===== config.mk =====
export PLATFORM = sky130hd
export DESIGN_NAME = pdt_timer
export DESIGN_NICKNAME = d
export VERILOG_FILES = /design/src/core/pdt_pkg.sv /design/src/core/pdt_timer.sv
export VERILOG_INCLUDE_DIRS = /design/src /design/src/core
export SDC_FILE = /design/constraint.sdc
export NUM_CORES = 1
export LEC_CHECK = 0
export ABC_AREA = 1
export BUFFER_PORTS_ARGS = -buffer_cell sky130_fd_sc_hd__buf_2
export CAP_MARGIN = 20
export CORE_ASPECT_RATIO = 0.75
export CORE_MARGIN = 2
export CORE_UTILIZATION = 55
export CTS_CLUSTER_SIZE = 24
export DETAILED_ROUTE_END_ITERATION = 10
export HOLD_SLACK_MARGIN = 0.03
export PLACE_DENSITY = 0.89
export SETUP_SLACK_MARGIN = 0.4
export SLEW_MARGIN = 20
export SYNTH_ARGS = -nofsm -noshare
export SYNTH_HDL_FRONTEND = slang
export SYNTH_SLANG_ARGS = --single-unit

===== constraint.sdc =====
create_clock -name i_clock -period 1.7 [get_ports i_clock]
set_input_delay 0.34 -clock i_clock [delete_from_list [all_inputs] [get_ports i_clock]]
set_output_delay 0.34 -clock i_clock [all_outputs]
set_load 0.005 [all_outputs]

===== src/core/pdt_params.svh =====
// Constants of the prescaled down timer: offsets, fields, reset values, dividers.
// Assumes inclusion by bare name from design and bench files.
`ifndef PDT_PARAMS_SVH
`define PDT_PARAMS_SVH
`define PDT_ADDR_STATUS_CONTROL 8'h09
`define PDT_ADDR_PRESCALER 8'hFD
`define PDT_ADDR_COUNT 8'hFE
`define PDT_BIT_TIMEOUT 7
`define PDT_BIT_DIRECTION 5
`define PDT_BIT_PIN_VALUE 4
`define PDT_BIT_RUN 3
`define PDT_SEL_LSB 0
`define PDT_SEL_MSB 2
`define PDT_RESET_COUNT 8'hFF
`define PDT_RESET_PRESCALER 7'h7F
`define PDT_RESET_STATUS 8'h00
`define PDT_CONTROL_MASK 8'h3F
`define PDT_PHASE_DIV 4
`define PDT_BYTE_DIV 12
`endif


===== src/core/pdt_pkg.sv =====
// Types of the prescaled down timer.
// Assumes pdt_params.svh supplies the numeric constants.
package pdt_pkg;
	typedef logic [7:0] pdt_byte_type;
	typedef logic [6:0] pdt_prescale_type;
	typedef logic [2:0] pdt_select_type;
endpackage


===== src/core/pdt_timer.sv =====
// Prescaled down timer: 8-bit count, 7-bit prescaler, status/control register.
// Assumes a one-cycle register access port from the CPU on the same clock;
// i_clock stands for the oscillator; the timer pin is asynchronous.
`timescale 1ns/1ps
`default_nettype none
`include "pdt_params.svh"
module pdt_timer (
	input wire logic i_clock,
	input wire logic i_reset_n,
	input wire logic [7:0] i_address,
	input wire logic i_write,
	input wire logic i_read,
	input wire logic [7:0] i_write_data,
	output logic [7:0] o_read_data,
	input wire logic i_timer_pin,
	output logic o_timer_pin,
	output logic o_timer_pin_oe,
	output logic o_timeout_flag
);
	pdt_pkg::pdt_byte_type timer_count, next_timer_count;
	pdt_pkg::pdt_prescale_type prescaler, next_prescaler;
	pdt_pkg::pdt_byte_type control, next_control;
	logic timeout_flag, next_timeout_flag;
	logic out_latch, next_out_latch;
	logic [1:0] phase_div, next_phase_div;
	logic [3:0] byte_div, next_byte_div;
	logic sync_pulse, next_sync_pulse;
	logic pin_meta, pin_sync, pin_prev;
	logic next_pin_meta, next_pin_sync, next_pin_prev;
	pdt_pkg::pdt_byte_type read_data, next_read_data;
	logic prescale_tick, count_tick, pin_edge, direction, run;
	logic wr_count, wr_prescaler, wr_status, rd_status;
	logic timeout_set, next_pin_oe;
	pdt_pkg::pdt_select_type select;

	// Tap of the down-counting prescaler at the selected power of two
	function automatic logic tap_fires(input pdt_pkg::pdt_prescale_type value,
		input pdt_pkg::pdt_select_type sel);
		pdt_pkg::pdt_prescale_type mask;
		mask = pdt_pkg::pdt_prescale_type'((8'h01 << sel) - 8'h01);
		tap_fires = ((value & mask) == 7'h00);
	endfunction

	// Pin synchroniser and edge detector
	always_comb begin
		next_pin_meta = i_timer_pin;
		next_pin_sync = pin_meta;
		next_pin_prev = pin_sync;
	end

	always_ff @(posedge i_clock or negedge i_reset_n) begin
		if (!i_reset_n) begin
			pin_meta <= 1'b0;
			pin_sync <= 1'b0;
			pin_prev <= 1'b0;
		end else begin
			pin_meta <= next_pin_meta;
			pin_sync <= next_pin_sync;
			pin_prev <= next_pin_prev;
		end
	end

	always_comb begin
		direction = control[`PDT_BIT_DIRECTION];
		run = control[`PDT_BIT_RUN];
		select = control[`PDT_SEL_MSB:`PDT_SEL_LSB];
		pin_edge = pin_sync & ~pin_prev;
		wr_count = i_write && (i_address == `PDT_ADDR_COUNT);
		wr_prescaler = i_write && (i_address == `PDT_ADDR_PRESCALER);
		wr_status = i_write && (i_address == `PDT_ADDR_STATUS_CONTROL);
		rd_status = i_read && (i_address == `PDT_ADDR_STATUS_CONTROL);
		// Clock source select, one enable per prescaler clock
		prescale_tick = run && (direction ? sync_pulse : pin_edge);
		count_tick = prescale_tick && tap_fires(prescaler, select);
		// A write to either counter suppresses the timeout of that cycle
		timeout_set = count_tick && (timer_count == 8'h01) && !wr_count && !wr_prescaler;
	end

	// Byte-cycle sync: oscillator / 4 then / 12
	always_comb begin
		next_phase_div = phase_div + 2'h1;
		next_byte_div = byte_div;
		next_sync_pulse = 1'b0;
		if (phase_div == 2'(`PDT_PHASE_DIV - 1)) begin
			if (byte_div == 4'(`PDT_BYTE_DIV - 1)) begin
				next_byte_div = 4'h0;
				next_sync_pulse = 1'b1;
			end else begin
				next_byte_div = byte_div + 4'h1;
			end
		end
	end

	always_ff @(posedge i_clock or negedge i_reset_n) begin
		if (!i_reset_n) begin
			phase_div <= 2'h0;
			byte_div <= 4'h0;
			sync_pulse <= 1'b0;
		end else begin
			phase_div <= next_phase_div;
			byte_div <= next_byte_div;
			sync_pulse <= next_sync_pulse;
		end
	end

	// Prescaler and count; a write lands last so it beats a decrement
	always_comb begin
		next_timer_count = timer_count;
		next_prescaler = prescaler;
		if (!run) begin
			next_prescaler = `PDT_RESET_PRESCALER;
		end else if (prescale_tick) begin
			next_prescaler = prescaler - 7'h01;
		end
		if (count_tick) begin
			next_timer_count = timer_count - 8'h01;
		end
		if (wr_prescaler) begin
			next_prescaler = i_write_data[6:0];
		end
		if (wr_count) begin
			next_timer_count = i_write_data;
		end
	end

	always_ff @(posedge i_clock or negedge i_reset_n) begin
		if (!i_reset_n) begin
			timer_count <= `PDT_RESET_COUNT;
			prescaler <= `PDT_RESET_PRESCALER;
		end else begin
			timer_count <= next_timer_count;
			prescaler <= next_prescaler;
		end
	end

	// Status, control, output latch and pin direction
	always_comb begin
		next_control = control;
		next_timeout_flag = timeout_flag;
		next_out_latch = out_latch;
		if (rd_status && timeout_flag) begin
			next_timeout_flag = 1'b0;
		end
		// Set sources come after the read clear, so a set wins
		if (timeout_set) begin
			next_timeout_flag = 1'b1;
		end
		if (wr_count && i_write_data == 8'h00) begin
			next_timeout_flag = 1'b1;
		end
		if (wr_status) begin
			next_control = i_write_data & `PDT_CONTROL_MASK;
			next_timeout_flag = 1'b1;
		end
		// The latch takes the control byte as it stands after a write
		if (next_control[`PDT_BIT_DIRECTION] && next_timeout_flag && !timeout_flag) begin
			next_out_latch = next_control[`PDT_BIT_PIN_VALUE];
		end
		next_pin_oe = next_control[`PDT_BIT_DIRECTION];
	end

	always_ff @(posedge i_clock or negedge i_reset_n) begin
		if (!i_reset_n) begin
			control <= `PDT_RESET_STATUS;
			timeout_flag <= 1'b0;
			out_latch <= 1'b1;
			o_timer_pin_oe <= 1'b0;
		end else begin
			control <= next_control;
			timeout_flag <= next_timeout_flag;
			out_latch <= next_out_latch;
			o_timer_pin_oe <= next_pin_oe;
		end
	end

	// Read data of the three locations, zero elsewhere
	always_comb begin
		next_read_data = 8'h00;
		if (i_read) begin
			unique case (i_address)
				`PDT_ADDR_COUNT: next_read_data = timer_count;
				`PDT_ADDR_PRESCALER: next_read_data = {1'b0, prescaler};
				`PDT_ADDR_STATUS_CONTROL: next_read_data = {timeout_flag, control[6:0]};
				default: next_read_data = 8'h00;
			endcase
		end
	end

	always_ff @(posedge i_clock or negedge i_reset_n) begin
		if (!i_reset_n) begin
			read_data <= 8'h00;
		end else begin
			read_data <= next_read_data;
		end
	end

	assign o_timer_pin = out_latch;
	assign o_timeout_flag = timeout_flag;
	assign o_read_data = read_data;
endmodule // pdt_timer
`default_nettype wire


==> reports/results.ini <==
[status]
outcome=complete, no violations

[final_layout]
final_cell_mix=nand2_1 (68), inv_1 (35), buf_2 (31)
n_antenna_cell=0
nets=367
drive_gt1_share_pct=34.21
syn_to_final_growth_pct=25.04
final_common_cell=nand2_1

[timing]
drv_slew=0
rsz0062_at_grt=true
worst_slew_pin_slew_ns=0.5096
period_minus_slack_ns=1.511
fin_setup_tns_ns=0
fmax_ghz=0.6618
finalCritPeriodShare_pct=88.88
setup_violations=0
clock_skew_ns=0.005562
timing.final.hold_violations=0
maxSlewHeadroom_pct=66.03
worst_slack_ns=0.1890

[placed_design]
pre_cts_slack_ns=0.1523
io_buffers=31
dpl.hpwl_um=4110
gp_congestion=0.9691

[critical_path]
path_class=reg2reg
reg2reg_from=timer_count[0]$_DFFE_PN1P_
critPathLaunchType=flop
r2r_cells=10
cp.required_ns=1.94
reg2reg_slack_ns=0.19
critical_path.max_fanout=3
cp.arrival_ns=1.75
r2r_end=o_timer_pin$_DFFE_PN1P_
cp-end-kind=flop

[floorplanning]
die_h_um=60.59
io_pins=32
die_w_um=79.46
rows=20
dieArea_um2=4814
coreArea_um2=4079
start_util_pct=57.58

[grt]
grt_usage_pct=26.22
grt_pass1_wl_um=9315
grt_pass1_vias=1967
antenna_found_initial=0
grt_max_degree=42
grt_overflow_total=0

[drt]
viasPerCell=5.615
dr.pass1.iters=8
dr_total_vias=2229
wl_um=6371
post-route-drc-count=0
drtIter0Drc=338
antenna_left=0
wire_per_inst_um=16.05

[synthesis]
syn_avg_cell_area_um2=8.043
synth_area_um2=2349
yosys.cell_types.count=34
synth_nets=318
netlist_instances=292
synth-seq-cells=41
synth-edff-count=0
ys_async_sr_fraction_pct=100.0
synthFlopType=dfrtp_1
seq_area_frac_synth_pct=44.54
yosys_warnings=0

[clock_network]
htreeDepth=2
root_buffer=clkbuf_8
clockBufferDepth=2
clk_latency_ns=0.31
cts_tree=built
clk_pin_slew_worst_paths_ns=0.08
clock-sinks=41
cts_inserted_buffers=5

[power]
p_switching_mw=1.165
seqPwrFrac_pct=40.4
p_sw_share_pct=33.82
clockPowerShare_pct=27.1
powerDensity_nw_per_um2=1173
p_int_mw=2.279
p_comb_share_pct=32.5
peakVddDrop_mv=0.7402
p_leak_nw=1.450

[hold_path]
holdCritPathClass=in2async

[flow_run]
maxCapViolCount=0

==> worst max-delay path by stage <==
stage | start | endpoint | slack, ns | cells past startpoint
after floorplan | timer_count[0]$_DFFE_PN1P_ | timer_count[4]$_DFFE_PN1P_ | 0.39 | 8
after global placement | timer_count[1]$_DFFE_PN1P_ | o_timer_pin$_DFFE_PN1P_ | 0.21 | 11
after detailed placement | i_address[0] | timer_count[5]$_DFFE_PN1P_ | 0.15 | 10
after CTS | timer_count[0]$_DFFE_PN1P_ | timer_count[4]$_DFFE_PN1P_ | 0.25 | 8
after global routing | timer_count[0]$_DFFE_PN1P_ | o_timer_pin$_DFFE_PN1P_ | 0.13 | 10
final | timer_count[0]$_DFFE_PN1P_ | o_timer_pin$_DFFE_PN1P_ | 0.19 | 10
==> synthesized netlist by cell type, types with 2 or more instances <==
cell	number	area share (%)
o21ai_1	18	3.8
o22ai_1	4	1.1
xor2_1	7	2.6
o21ai_0	13	2.8
nand2_2	5	1.3
buf_6	3	1.4
nor3_1	2	0.43
o211ai_1	3	0.96
inv_1	39	6.2
a21oi_1	6	1.3
nand3_1	15	3.2
nand2_4	2	0.96
dfstp_2	16	18
o221ai_1	6	2.2
dfrtp_1	25	27
nor2_4	2	0.96
o21ai_2	2	0.75
nand4_1	4	1.1
nor2_2	4	1.1
nor2_1	25	4.0
ha_1	5	2.7
a21boi_0	2	0.64
inv_2	4	0.64
nand2_1	70	11
==> layer usage <==
layer  up-vias  global-route usage, %  part of all wire, %
met1      1022                  36.88                   42
met3        15                  5.952                  9.5
met2       142                  39.26                   46
li1       1050                      -                    -
met4         0                  12.32                  2.3
met5         -                      0                    0
==> logic make-up (layout without fill, tap and decap cells) <==
family	after synthesis	in the layout	synth area share, %
and+or+nand+nor	134	135	26.64
AOI/OAI and AO/OA	55	55	13.91
buffers and inverters	48	97	8.790
DFF	41	41	44.54
xor gates and xnor gates	8	8	2.984
adders and majority gates	5	5	2.664
muxes	1	1	0.4795
==> cell type report <==
class | instances | area, um2
timing repair buffer | 45 | 267.8
inverter | 44 | 170.2
fill | 303 | 1142
clock buffer | 5 | 68.82
tap | 55 | 68.82
sequential | 41 | 1049
multi-input combinational | 204 | 1247
clock inverter | 3 | 65.06
==> state kept, by name (all words and copies together), names as in the netlist <==
| name | cells |
|---|---|
| byte_div | 4 |
| control | 6 |
| next_pin_prev | 1 |
| next_pin_sync | 1 |
| o_read_data | 8 |
| o_timeout_flag | 1 |
| o_timer_pin | 1 |
| phase_div | 2 |
| pin_prev | 1 |
| prescaler | 7 |
| sync_pulse | 1 |
| timer_count | 8 |
==> repair_timing <==
action | 4_1_cts | 5_1_grt
hold buffers | 0 | 0
pin swaps | 10 | 13
resized for setup | 13 | 24
endpoints found under the setup margin | 14 | 15
cloned | 0 | 1
buffers inserted | 6 | 5
==> power by group through the flow <==
stage / clock, mW / combinational, mW / sequential [mW]
floorplan: 0 / 0.556 / 1.33
global placement: 0 / 0.716 / 1.38
detailed placement: 0 / 0.738 / 1.38
CTS: 0.940 / 0.874 / 1.38
global route: 0.979 / 1.23 / 1.41
finish: 0.934 / 1.12 / 1.39
==> through the flow <==
stage	std cells	power [mW]	area (um2)	utilization, %	hold WS, ns
after floorplan	292	1.890	2354	-	0.04441
after global placement	377	2.092	2561	62.79	0.3393
after detailed placement	377	2.122	2561	62.79	0.3505
after CTS	391	3.194	2785	68.28	0.09484
after global routing	397	3.615	2937	71.99	0.1222
final	397	3.444	2937	71.99	0.07617
==> worst max-delay path, cell delays in order (launching register included) <==
cell      delay, ns
dfstp_2        0.58
ha_4           0.14
nand3b_1       0.08
nor2_1         0.11
nand2_1        0.06
nor2_1         0.12
nand3_1        0.10
nand2_2        0.10
nand2_1        0.06
nand2_1        0.05
nand2_1        0.04
Power figures use the tool's default switching activity.
